**config.mk**
```make
export PLATFORM = sky130hd
export DESIGN_NAME = als_top
export DESIGN_NICKNAME = d
export VERILOG_FILES = /design/src/als_pkg.sv /design/src/als_top.sv /design/src/als_seq.sv
export VERILOG_INCLUDE_DIRS = /design/src
export SDC_FILE = /design/constraint.sdc
export NUM_CORES = 1
export LEC_CHECK = 0
export BUFFER_PORTS_ARGS = -buffer_cell sky130_fd_sc_hd__buf_2
export CAP_MARGIN = 20
export CORE_MARGIN = 2
export CORE_UTILIZATION = 55
export DETAILED_ROUTE_END_ITERATION = 8
export PLACE_DENSITY = 0.81
export SLEW_MARGIN = 20
export SYNTH_ARGS = -nofsm -noshare
export SYNTH_HDL_FRONTEND = slang
export SYNTH_SLANG_ARGS = --single-unit
```
**constraint.sdc**
```tcl
create_clock -name clk_in -period 4.35 [get_ports clk_in]
set_input_delay 0.435 -clock clk_in [delete_from_list [all_inputs] [get_ports clk_in]]
set_output_delay 0.435 -clock clk_in [all_outputs]
set_load 0.01 [all_outputs]
```
**src/als_map.svh**
```systemverilog
// register map, field positions, reset values and timing figures
`ifndef ALS_MAP_SVH
`define ALS_MAP_SVH

// time base
`define ALS_CLK_PERIOD_NS 10
`define ALS_MS_NS 1_000_000
`define ALS_TICK_CYCLES (`ALS_MS_NS / `ALS_CLK_PERIOD_NS)

// integration periods in ms (400, 200, 100)
`define ALS_TINT_400_MS 9'h190
`define ALS_TINT_200_MS 9'h0C8
`define ALS_TINT_100_MS 9'h064
// power-save interval in ms at scale 1 (60), divided by the scale
`define ALS_PSAVE_MS 9'h03C

// integration time select codes
`define ALS_TSEL_400 2'h0
`define ALS_TSEL_200 2'h1
`define ALS_TSEL_100 2'h2

// operating mode codes
`define ALS_MODE_DOWN 2'h0
`define ALS_MODE_SINGLE 2'h2
`define ALS_MODE_CONT 2'h3

// register offsets behind the serial interface
`define ALS_REG_CONTROL 4'h0
`define ALS_REG_CONFIG 4'h1
`define ALS_REG_DATA_LO 4'h4
`define ALS_REG_DATA_HI 4'h5
`define ALS_REG_ID 4'hA

// field positions
`define ALS_CMD_SELECT_BIT 7
`define ALS_CFG_SKIP_BIT 3

// reset values
`define ALS_RST_BYTE 8'h00
`define ALS_RST_RESULT 16'h0000

`endif

```
**src/als_pkg.sv**
```systemverilog
// state types shared by the light sensor design
`default_nettype none

package als_pkg;

    typedef enum logic [1:0] {
        SEQ_DOWN,
        SEQ_INTEG,
        SEQ_SAVE
    } als_seq_state_t;

    typedef enum logic [2:0] {
        I2C_IDLE,
        I2C_ADDR,
        I2C_WR,
        I2C_ACK,
        I2C_RD,
        I2C_RACK
    } als_i2c_state_t;

endpackage : als_pkg

`default_nettype wire

```
**src/als_top.sv**
```systemverilog
// light sensor top: serial target, control registers, sequencer
`include "als_map.svh"
`default_nettype none

module als_top
    import als_pkg::*;
#(
    parameter logic [6:0] TARGET_ADDR = 7'h2A,
    // arbitrary identification value
    parameter logic [7:0] ID_VALUE = 8'h5A,
    parameter int TICK_CYCLES = `ALS_TICK_CYCLES
)
(
    input wire logic clk_in,
    input wire logic reset_in,
    input wire logic scl_in,
    input wire logic sda_in,
    input wire logic light_pulse_in,
    output logic sda_out,
    output logic sda_oe_n_out,
    output logic result_done_out
);

    initial
    begin
        if (TARGET_ADDR[6:3] == 4'h0 || TARGET_ADDR[6:3] == 4'hF)
            $error("TARGET_ADDR falls in a reserved range");
    end

    logic [2:0] scl_q;
    logic [2:0] sda_q;
    logic [2:0] light_q;
    logic scl_rise;
    logic scl_fall;
    logic start_det;
    logic stop_det;
    logic light_edge;

    // [0] feeds [1] only; logic reads [1] and [2]
    always_ff @(posedge clk_in or posedge reset_in)
    begin
        if (reset_in)
        begin
            scl_q <= 3'h7;
            sda_q <= 3'h7;
            light_q <= 3'h0;
        end
        else
        begin
            scl_q <= {scl_q[1:0], scl_in};
            sda_q <= {sda_q[1:0], sda_in};
            light_q <= {light_q[1:0], light_pulse_in};
        end
    end

    assign scl_rise = scl_q[1] && !scl_q[2];
    assign scl_fall = !scl_q[1] && scl_q[2];
    assign start_det = scl_q[1] && scl_q[2] && !sda_q[1] && sda_q[2];
    assign stop_det = scl_q[1] && scl_q[2] && sda_q[1] && !sda_q[2];
    assign light_edge = light_q[1] && !light_q[2];

    als_i2c_state_t ist_q;
    logic [7:0] shift_q;
    logic [7:0] tx_q;
    logic [2:0] bit_q;
    logic got_q;
    logic rw_q;
    logic first_q;
    logic nack_q;
    logic [3:0] ptr_q;
    logic [1:0] mode_q;
    logic skip_q;
    logic [1:0] tsel_q;
    logic [7:0] shadow_hi_q;
    logic [15:0] result;
    logic seq_done;
    logic seq_active;
    logic [7:0] rd_byte;
    logic wr_stb;
    logic load_stb;
    logic addr_hit;

    function automatic logic [3:0] next_ptr(input logic [3:0] p);
        unique case (p)
            `ALS_REG_CONFIG: next_ptr = `ALS_REG_DATA_LO;
            `ALS_REG_DATA_HI: next_ptr = `ALS_REG_ID;
            4'hD: next_ptr = `ALS_REG_CONTROL;
            default: next_ptr = p + 4'h1;
        endcase
    endfunction : next_ptr

    always_comb
    begin
        unique case (ptr_q)
            `ALS_REG_CONTROL: rd_byte = {6'h00, mode_q};
            `ALS_REG_CONFIG: rd_byte = {4'h0, skip_q, 1'b0, tsel_q};
            `ALS_REG_DATA_LO: rd_byte = result[7:0];
            `ALS_REG_DATA_HI: rd_byte = shadow_hi_q;
            `ALS_REG_ID: rd_byte = ID_VALUE;
            default: rd_byte = 8'h00;
        endcase
    end

    assign addr_hit = shift_q[7:1] == TARGET_ADDR;
    assign wr_stb = scl_fall && ist_q == I2C_WR && got_q;
    assign load_stb = scl_fall && ((ist_q == I2C_ACK && rw_q)
        || (ist_q == I2C_RACK && !nack_q));

    // sample on the rising clock edge, change data on the falling one
    always_ff @(posedge clk_in or posedge reset_in)
    begin
        if (reset_in)
        begin
            ist_q <= I2C_IDLE;
            shift_q <= 8'h00;
            tx_q <= 8'h00;
            bit_q <= 3'h0;
            got_q <= 1'b0;
            rw_q <= 1'b0;
            first_q <= 1'b0;
            nack_q <= 1'b0;
            sda_oe_n_out <= 1'b1;
        end
        else if (start_det)
        begin
            ist_q <= I2C_ADDR;
            bit_q <= 3'h0;
            got_q <= 1'b0;
            sda_oe_n_out <= 1'b1;
        end
        else if (stop_det)
        begin
            ist_q <= I2C_IDLE;
            sda_oe_n_out <= 1'b1;
        end
        else if (scl_rise)
        begin
            if (ist_q == I2C_ADDR || ist_q == I2C_WR)
            begin
                shift_q <= {shift_q[6:0], sda_q[1]};
                bit_q <= bit_q + 3'h1;
                got_q <= bit_q == 3'h7;
            end
            if (ist_q == I2C_RACK)
                nack_q <= sda_q[1];
        end
        else if (scl_fall)
        begin
            unique case (ist_q)
                I2C_IDLE: ;
                I2C_ADDR:
                    if (got_q)
                    begin
                        got_q <= 1'b0;
                        rw_q <= shift_q[0];
                        first_q <= 1'b1;
                        ist_q <= addr_hit ? I2C_ACK : I2C_IDLE;
                        sda_oe_n_out <= !addr_hit;
                    end
                I2C_WR:
                    if (got_q)
                    begin
                        got_q <= 1'b0;
                        first_q <= 1'b0;
                        ist_q <= I2C_ACK;
                        sda_oe_n_out <= 1'b0;
                    end
                I2C_ACK:
                begin
                    bit_q <= 3'h0;
                    if (rw_q)
                    begin
                        ist_q <= I2C_RD;
                        tx_q <= {rd_byte[6:0], 1'b1};
                        sda_oe_n_out <= rd_byte[7];
                    end
                    else
                    begin
                        ist_q <= I2C_WR;
                        sda_oe_n_out <= 1'b1;
                    end
                end
                I2C_RD:
                    if (bit_q == 3'h7)
                    begin
                        ist_q <= I2C_RACK;
                        sda_oe_n_out <= 1'b1;
                    end
                    else
                    begin
                        bit_q <= bit_q + 3'h1;
                        tx_q <= {tx_q[6:0], 1'b1};
                        sda_oe_n_out <= tx_q[7];
                    end
                I2C_RACK:
                    if (nack_q)
                        ist_q <= I2C_IDLE;
                    else
                    begin
                        ist_q <= I2C_RD;
                        bit_q <= 3'h0;
                        tx_q <= {rd_byte[6:0], 1'b1};
                        sda_oe_n_out <= rd_byte[7];
                    end
                default: ist_q <= I2C_IDLE;
            endcase
        end
    end

    // open-drain: the pin is only ever pulled low
    always_ff @(posedge clk_in or posedge reset_in)
    begin
        if (reset_in)
            sda_out <= 1'b0;
        else
            sda_out <= 1'b0;
    end

    // a host write to control in the same cycle as the single-run clear
    // wins; a write elsewhere must not swallow the clear
    always_ff @(posedge clk_in or posedge reset_in)
    begin
        if (reset_in)
        begin
            ptr_q <= 4'h0;
            mode_q <= `ALS_MODE_DOWN;
            skip_q <= 1'b0;
            tsel_q <= `ALS_TSEL_400;
        end
        else
        begin
            if (seq_done && mode_q == `ALS_MODE_SINGLE)
                mode_q <= `ALS_MODE_DOWN;
            if (wr_stb && first_q && shift_q[`ALS_CMD_SELECT_BIT])
                ptr_q <= shift_q[3:0];
            else if (wr_stb)
            begin
                ptr_q <= next_ptr(ptr_q);
                if (ptr_q == `ALS_REG_CONTROL)
                    mode_q <= shift_q[1:0];
                if (ptr_q == `ALS_REG_CONFIG)
                begin
                    skip_q <= shift_q[`ALS_CFG_SKIP_BIT];
                    tsel_q <= shift_q[1:0];
                end
            end
            else if (load_stb)
                ptr_q <= next_ptr(ptr_q);
        end
    end

    // high byte frozen when the low byte is fetched
    always_ff @(posedge clk_in or posedge reset_in)
    begin
        if (reset_in)
            shadow_hi_q <= `ALS_RST_BYTE;
        else if (load_stb && ptr_q == `ALS_REG_DATA_LO)
            shadow_hi_q <= result[15:8];
    end

    always_ff @(posedge clk_in or posedge reset_in)
    begin
        if (reset_in)
            result_done_out <= 1'b0;
        else
            result_done_out <= seq_done;
    end

    als_seq #(
        .TICK_CYCLES(TICK_CYCLES)
    ) u_seq (
        .clk_in(clk_in),
        .reset_in(reset_in),
        .mode_in(mode_q),
        .tsel_in(tsel_q),
        .skip_in(skip_q),
        .light_edge_in(light_edge),
        .result_out(result),
        .done_out(seq_done),
        .active_out(seq_active)
    );

    a_ack_pulls_low: assert property (
        @(posedge clk_in) disable iff (reset_in)
        ist_q == I2C_ADDR && got_q && scl_fall && addr_hit && !start_det
        && !stop_det |=> ist_q == I2C_ACK && !sda_oe_n_out)
        else $error("address match not acknowledged");

    a_idle_released: assert property (
        @(posedge clk_in) disable iff (reset_in)
        ist_q == I2C_IDLE && $past(ist_q) == I2C_IDLE |-> sda_oe_n_out)
        else $error("data line held while idle");

    a_single_clears: assert property (
        @(posedge clk_in) disable iff (reset_in)
        seq_done && mode_q == `ALS_MODE_SINGLE && !wr_stb
        |=> mode_q == `ALS_MODE_DOWN ##1 !seq_active)
        else $error("single run did not return to power-down");

    a_down_stays_idle: assert property (
        @(posedge clk_in) disable iff (reset_in)
        mode_q == `ALS_MODE_DOWN && !seq_active |=> !seq_active)
        else $error("sequencer started in power-down");

endmodule : als_top

`default_nettype wire

```
**src/als_seq.sv**
```systemverilog
// acquisition sequencer: integration, power-save interval, result
`include "als_map.svh"
`default_nettype none

module als_seq
    import als_pkg::*;
#(
    parameter int TICK_CYCLES = `ALS_TICK_CYCLES
)
(
    input wire logic clk_in,
    input wire logic reset_in,
    input wire logic [1:0] mode_in,
    input wire logic [1:0] tsel_in,
    input wire logic skip_in,
    input wire logic light_edge_in,
    output logic [15:0] result_out,
    output logic done_out,
    output logic active_out
);

    localparam int TW = $clog2(TICK_CYCLES + 1);

    initial
    begin
        if (TICK_CYCLES < 2)
            $error("TICK_CYCLES must be at least 2");
    end

    function automatic logic [8:0] tint_f(input logic [1:0] t);
        unique case (t)
            `ALS_TSEL_200: tint_f = `ALS_TINT_200_MS;
            `ALS_TSEL_100: tint_f = `ALS_TINT_100_MS;
            default: tint_f = `ALS_TINT_400_MS;
        endcase
    endfunction : tint_f

    // interval shrinks with result_scale_factor (1, 2, 4)
    function automatic logic [8:0] save_f(input logic [1:0] t);
        unique case (t)
            `ALS_TSEL_200: save_f = `ALS_PSAVE_MS >> 1;
            `ALS_TSEL_100: save_f = `ALS_PSAVE_MS >> 2;
            default: save_f = `ALS_PSAVE_MS;
        endcase
    endfunction : save_f

    als_seq_state_t state_q;
    logic [TW-1:0] tick_cnt_q;
    logic [8:0] ms_q;
    logic [8:0] tint_q;
    logic [8:0] save_q;
    logic [15:0] count_q;
    logic tick;
    logic go;
    logic [8:0] limit;
    logic end_ph;

    assign tick = tick_cnt_q == TW'(TICK_CYCLES - 1);
    assign go = mode_in == `ALS_MODE_SINGLE || mode_in == `ALS_MODE_CONT;
    assign limit = (state_q == SEQ_SAVE) ? save_q : tint_q;
    assign end_ph = tick && state_q != SEQ_DOWN && ms_q == limit - 9'h001;
    assign active_out = state_q != SEQ_DOWN;

    // 1 ms enable; restarted from zero so every phase is whole ms
    always_ff @(posedge clk_in or posedge reset_in)
    begin
        if (reset_in)
            tick_cnt_q <= '0;
        else if (state_q == SEQ_DOWN || tick)
            tick_cnt_q <= '0;
        else
            tick_cnt_q <= tick_cnt_q + TW'(1);
    end

    always_ff @(posedge clk_in or posedge reset_in)
    begin
        if (reset_in)
            state_q <= SEQ_DOWN;
        else
        begin
            unique case (state_q)
                // the done cycle blocks a restart while single mode clears
                SEQ_DOWN:
                    if (go && !done_out)
                        state_q <= SEQ_INTEG;
                SEQ_INTEG:
                    if (!go)
                        state_q <= SEQ_DOWN;
                    else if (end_ph)
                    begin
                        if (mode_in != `ALS_MODE_CONT)
                            state_q <= SEQ_DOWN;
                        else if (!skip_in)
                            state_q <= SEQ_SAVE;
                        else
                            state_q <= SEQ_INTEG;
                    end
                SEQ_SAVE:
                    if (mode_in != `ALS_MODE_CONT)
                        state_q <= SEQ_DOWN;
                    else if (end_ph)
                        state_q <= SEQ_INTEG;
            endcase
        end
    end

    // a select change takes effect at the next phase, never mid-phase
    always_ff @(posedge clk_in or posedge reset_in)
    begin
        if (reset_in)
        begin
            ms_q <= '0;
            tint_q <= `ALS_TINT_400_MS;
            save_q <= `ALS_PSAVE_MS;
        end
        else
        begin
            if (state_q == SEQ_DOWN || end_ph)
                ms_q <= '0;
            else if (tick)
                ms_q <= ms_q + 9'h001;
            if (state_q == SEQ_DOWN || end_ph)
            begin
                tint_q <= tint_f(tsel_in);
                save_q <= save_f(tsel_in);
            end
        end
    end

    always_ff @(posedge clk_in or posedge reset_in)
    begin
        if (reset_in)
            count_q <= `ALS_RST_RESULT;
        else if (state_q != SEQ_INTEG || end_ph)
            count_q <= '0;
        else if (light_edge_in && count_q != 16'hFFFF)
            count_q <= count_q + 16'h0001;
    end

    always_ff @(posedge clk_in or posedge reset_in)
    begin
        if (reset_in)
        begin
            result_out <= `ALS_RST_RESULT;
            done_out <= 1'b0;
        end
        else
        begin
            done_out <= end_ph && state_q == SEQ_INTEG && go;
            if (end_ph && state_q == SEQ_INTEG && go)
                result_out <= count_q;
        end
    end

    a_single_ends_down: assert property (
        @(posedge clk_in) disable iff (reset_in)
        end_ph && state_q == SEQ_INTEG && mode_in == `ALS_MODE_SINGLE
        |=> state_q == SEQ_DOWN ##1 state_q == SEQ_DOWN
            || mode_in != `ALS_MODE_DOWN)
        else $error("single acquisition did not power down");

    a_cont_inserts_save: assert property (
        @(posedge clk_in) disable iff (reset_in)
        end_ph && state_q == SEQ_INTEG && mode_in == `ALS_MODE_CONT
        && !skip_in |=> state_q == SEQ_SAVE && ms_q == 9'h000)
        else $error("no power-save interval after integration");

    a_skip_no_save: assert property (
        @(posedge clk_in) disable iff (reset_in)
        $rose(state_q == SEQ_SAVE) |-> !$past(skip_in))
        else $error("power-save entered with skip set");

    a_tint_100_len: assert property (
        @(posedge clk_in) disable iff (reset_in)
        end_ph && state_q == SEQ_INTEG && tint_q == 9'h064 && go
        |-> ms_q == 9'h063 ##1 done_out)
        else $error("100 ms integration length wrong");

    a_save_scaled: assert property (
        @(posedge clk_in) disable iff (reset_in)
        state_q == SEQ_SAVE && tint_q == 9'h064 && end_ph
        |-> save_q == 9'h00F && ms_q == 9'h00E)
        else $error("power-save interval not 60 ms over scale");

    a_count_saturates: assert property (
        @(posedge clk_in) disable iff (reset_in)
        state_q == SEQ_INTEG && count_q == 16'hFFFF && !end_ph && go
        |=> count_q == 16'hFFFF)
        else $error("result count wrapped past 65535");

endmodule : als_seq

`default_nettype wire

```
Word level (Yosys, flattened, before mapping):

Cells that the tools add are included.

* bits in registers: 133
* bits of input ports: 5
* bits in latches: 0
* memory bits (writable): 0
* ROM bits: 0
* memories kept: 0

* shift-type cells: 0
* add/subtract/negate cells: 6
* mux-type cells: 66
* bitwise gates (word level): 4
* equality and inequality tests: 41
* reduce and logical (&&, ||, !) cells: 63
* div/mod/pow operators: 0
* multiply operators: 0
* magnitude comparators: 0

Operators with widths (number)
* 3-bit 2-to-1 mux: 16
* 8-bit case mux with 5 select lines: 1
* 16-bit 2-to-1 mux: 2
* 9-bit 2-to-1 mux: 3
* 2-bit 2-to-1 mux: 12
* 8-bit 2-to-1 mux: 3
* 4-bit inequality test (second input constant): 6
* 8-bit case mux with 3 select lines: 1
* 6-bit AND reduction: 4
* 1-bit logical AND: 23
* 3-bit case mux with 6 select lines: 1
* 9-bit case mux with 2 select lines: 1
* 17-bit by 1-bit adder with 17-bit output (second input constant): 1
* 17-bit == test (second input constant): 1
* 17-bit 2-to-1 mux: 1
* 16-bit by 1-bit adder with 16-bit output (second input constant): 1
* 1-bit 2-to-1 mux: 16
* 16-bit inequality test (second input constant): 1
* 2-bit inequality test (second input constant): 8
* 3-bit nonzero test: 5
* 4-bit 2-to-1 mux: 3
* 4-bit case mux with 3 select lines: 1
* 6-bit case mux with 2 select lines: 1
* 4-bit AND reduction: 3
* other kinds (35): 65

Logic depth before layout (Yosys ltp):

* depth after elaboration: 8
* depth in mapped cells: 13
* mapped depth without buffers: 10

Cells and area by module:

Synthesis repeated with hierarchy kept, for this count alone.

* cell total of the unflattened synthesis: 626
* area total of the unflattened synthesis: 6688.9 um^2

Modules (own cells, without submodules)
* als_seq: instances 1, area each 3621.0 um^2, cells an instance 354
* als_top: instances 1, area each 3067.9 um^2, cells an instance 272

Worst setup path after synthesis:

Ideal clock, no wire load.

* kind: register to register
* start: reg u_seq.state_q[0]
* end: reg u_seq.result_out[0]
* path buffers: 3
* period minus slack after synthesis: 3381 ps
* stages on the path, launching flop included: 13
* arrival time: 3256 ps
* path slack: 969 ps
* library setup time: 125 ps
* data required time: 4225 ps
* cell sequence: dfrtp_1 -> inv_1 -> ha_1 -> clkbuf_1 -> clkbuf_1 -> nand2_1 -> ha_1 -> xnor2_1 -> a2111oi_0 -> nand4_4 -> nor3_4 -> buf_6 -> mux2_4

* word-level cells in the longest chain between the ends: 7

RTL lines
* from (decl): line als_seq.sv:47 `als_seq_state_t state_q;`
* from (signal assigned): line als_seq.sv:78 `state_q <= SEQ_DOWN;`
* from (signal assigned): line als_seq.sv:85 `state_q <= SEQ_INTEG;`
* from (signal assigned): line als_seq.sv:88 `state_q <= SEQ_DOWN;`
* 2-bit == test: line als_seq.sv:60 `assign limit = (state_q == SEQ_SAVE) ? save_q : tint_q;`
* 9-bit 2-to-1 mux: line als_seq.sv:60
* 9-bit by 1-bit subtractor with 9-bit output: line als_seq.sv:61 `assign end_ph = tick && state_q != SEQ_DOWN && ms_q == limit - 9'h001;`
* 9-bit == test: line als_seq.sv:61
* 1-bit logical AND: line als_seq.sv:61
* 1-bit logical AND * (2 in series): line als_seq.sv:150 `if (end_ph && state_q == SEQ_INTEG && go)`
* to (signal assigned): line als_seq.sv:144 `` result_out <= `ALS_RST_RESULT; ``
* to (signal assigned): line als_seq.sv:151 `result_out <= count_q;`
* to (decl): line als_seq.sv:17 `output logic [15:0] result_out,`

Mark *: on every way between the ends. The rest lies on a longest branch, timed or not.
A chain may end at the register's enable or synchronous reset.

Worst setup path after layout:

* start: reg u_seq.state_q[0]
* end: reg u_seq.tint_q[3]

* word-level cells in the longest chain between the ends: 6

RTL lines
* 2-bit == test: line als_seq.sv:60
* 9-bit 2-to-1 mux: line als_seq.sv:60
* 9-bit by 1-bit subtractor with 9-bit output: line als_seq.sv:61
* 9-bit == test: line als_seq.sv:61
* 1-bit logical AND: line als_seq.sv:61
* 1-bit logical OR *: line als_seq.sv:122 `if (state_q == SEQ_DOWN || end_ph)`
* to (signal assigned): line als_seq.sv:113 `` tint_q <= `ALS_TINT_400_MS; ``
* to (signal assigned): line als_seq.sv:124 `tint_q <= tint_f(tsel_in);`
* to (decl): line als_seq.sv:50 `logic [8:0] tint_q;`

Marks and branches as above.

==> flow_summary.ini <==
[synthesis]
synth_top_cell_area_share_pct = 43.4
synth_top_cell_by_area = dfrtp_1
syn-num-nets = 660
syn_inst = 635
ys_top_cells_by_area = dfrtp_1 (43%), mux2_2 (5.3%), xor2_1 (4.2%)
ys_types = 69
seq_area_frac_synth_pct = 47.1
ys_warn_count = 0
synth_top_flop_cell = dfrtp_1
synth-async-reset-ratio_pct = 100
syn_area_mm2 = 0.00640
synth_seq_cells = 120
synth-edff-count = 0
avgSynthCellArea_um2 = 10.1

[grt]
antenna_found_initial = 0
grt_max_degree = 63
grt.overflow.total = 0
grt_pass1_vias = 4795
grt_usage_pct = 22.4
grt_first_pass_wirelength_mm = 22.6

[sta]
post-route-period-util_pct = 86.3
fmax_mhz = 266
rsz0062_at_grt = false
drv_slew = 0
hold_viol_final = 0
finClkSkew_ns = 0.00901
post-route-min-period_ns = 3.75
slew_headroom_pct = 47.0
setup_viol = 0
fin_ws_ns = 0.597
tightestPinTransition_ns = 0.774
finalSetupTns_ns = 0

[floorplanning]
die_area_mm2 = 0.0125
die_x_um = 112
initial_core_util_pct = 56.3
ios = 8
fp.dieH_um = 112
rows = 39
core_area_mm2 = 0.0114

[critical_path]
worstSetupPathType = register to register
crit_path_start_kind = register
cp-end-kind = register
critical_path_required_ns = 4.66
critPathMaxFanout = 18
arrival_ns = 4.06

[finish]
final_nets = 666
drive_above_1_share_pct = 16.1
antenna_cells = 0
synthToLayoutAreaGrowth_pct = 12.3
final_cell_area_mm2 = 0.00719

[min_path]
hold_path.class = input pin to register

[power_and_ir_drop]
p_per_area_mw_per_mm2 = 394
leakage_uw = 0.00313
irDropWorstVdd_mv = 0.347
p_total_uw = 2830

[cts]
clk_latency_ns = 0.43
cts_tree = done
postCtsSetupBuffers = 0
hold_buffers = 1
numCtsBuffers = 17
htreeDepth = 4
clk_pin_slew_ns = 0.05
cts.repair.resized = 0
cts_root_buf = clkbuf_16
clk_path_buf_depth = 2
cts.sinks = 120

[placed_design]
port-buffer-count = 6
dp_hpwl_mm = 8.80
gp_congestion = 0.936
dpl-instance-area_mm2 = 0.00656
dp_slack_ns = 0.639

[drt]
drt_wl_total_mm = 13.1
ant_nets = 0
drc_errors = 0
drt-initial-drc-count = 441
routedWlPerCell_um = 16.5
vias_per_cell = 6.05
dr.pass1.iters = 5
route.vias.total = 4818

[status]
status = finished clean

[flow_run]
max_cap_viol_count = 0
per-layer routing:
metal  part of all wire, %  routed length, um  track usage [%]
met2                    50               6560             37.0
met4                   1.7                229             9.14
met1                    44               5780             27.6
met5                     0                  0                0
met3                   4.3                567             6.86
critical path, cell delays in order (launching register included):
cell	delay (ns)
dfrtp_1	0.40
inv_1	0.10
ha_1	0.49
nand2_1	0.18
ha_1	0.34
xnor2_1	0.14
a2111oi_0	0.71
nand4_4	0.26
o21ai_1	0.61
mux2_2	0.41
worst paths after layout:
kind	from	end	slack, ns	cells past startpoint
min	sda_in	sda_q[0]$_DFF_PP1_	0.11	1
min in group asynchronous	reset_in	light_q[2]$_DFF_PP0_	0.47	3
max	u_seq.state_q[0]$_DFFE_PP0P_	u_seq.tint_q[3]$_DFFE_PP0N_	0.60	9
max in group asynchronous	reset_in	tsel_q[0]$_DFFE_PP0P_	2.85	4
max reg2reg	u_seq.state_q[0]$_DFFE_PP0P_	u_seq.tint_q[3]$_DFFE_PP0N_	0.60	9
min reg2reg	light_q[0]$_DFF_PP0_	light_q[1]$_DFF_PP0_	0.35	0
layout by cell type (no fill, tap or decap), types with 5 or more instances in the layout:
| cell type | Yosys | final |
|---|---|---|
| mux2_2 | 30 | 30 |
| nand2b_1 | 6 | 6 |
| nand2_1 | 48 | 48 |
| nor3_1 | 14 | 14 |
| mux2i_1 | 11 | 11 |
| a21oi_1 | 30 | 30 |
| nand4_1 | 17 | 17 |
| xor2_1 | 31 | 31 |
| clkbuf_16 | 0 | 17 |
| clkinv_4 | 0 | 5 |
| nand3_1 | 22 | 22 |
| nor2b_1 | 14 | 14 |
| dfrtp_1 | 111 | 111 |
| inv_1 | 27 | 26 |
| o21ai_0 | 34 | 34 |
| and3b_1 | 5 | 5 |
| dfstp_2 | 9 | 9 |
| mux2_4 | 10 | 10 |
| xnor2_1 | 15 | 15 |
| buf_2 | 2 | 6 |
| buf_4 | 2 | 7 |
| nor2_1 | 66 | 66 |
| ha_1 | 20 | 20 |
power breakdown:
| part | switching, uW | internal [uW] |
|---|---|---|
| sequential | 65.5 | 1170 |
| clock | 534 | 917 |
| combinational | 82.7 | 66.2 |
| total | 683 | 2150 |
cell usage after synthesis, types with 4 or more instances:
cell type,number
a211oi_1,4
a21oi_1,30
a22oi_1,4
and3_1,4
and3b_1,5
clkbuf_1,22
dfrtp_1,111
dfstp_2,9
ha_1,20
inv_1,27
mux2_2,30
mux2_4,10
mux2i_1,11
nand2_1,48
nand2b_1,6
nand3_1,22
nand4_1,17
nor2_1,66
nor2b_1,14
nor3_1,14
nor3b_1,4
o21ai_0,34
xnor2_1,15
xor2_1,31
area by class of cell:
class / count / area, um^2
clock buffers: 18 / 439
clock inverters: 14 / 175
fillers: 902 / 4180
inverters: 28 / 108
multi-input cells: 460 / 3180
flip-flops and latches: 120 / 3010
well taps: 143 / 179
repair buffers: 14 / 92.6
metrics by stage:
step	hold slack (ns)	cells	utilization, %
final	0.105	797	63.3
after global routing	0.0854	797	63.3
after CTS	0.0814	797	63.2
after detailed placement	0.339	764	57.7
after global placement	0.336	764	57.7
after floorplan	0.331	635	-
sequential cells by signal, indices dropped and copies added, names as in the netlist, 2 cells and up:
register / count
light_q: 3
tx_q: 8
u_seq.tint_q: 5
shadow_hi_q: 8
ptr_q: 4
shift_q: 8
sda_q: 3
u_seq.result_out: 16
u_seq.state_q: 2
u_seq.count_q: 16
u_seq.ms_q: 9
bit_q: 3
ist_q: 3
u_seq.tick_cnt_q: 17
mode_q: 2
tsel_q: 2
scl_q: 3
cells by family after synthesis:
group,Yosys count,synth area share (%)
DFF,120,47.1
other,1,0.0586
buffers and inverters,55,3.50
and+or+nand+nor,228,18.5
AOI/OAI and AO/OA,114,11.4
adders and majority gates,20,3.91
xor gates and xnor gates,46,6.29
muxes,51,9.34
Power figures use the tool's default switching activity.
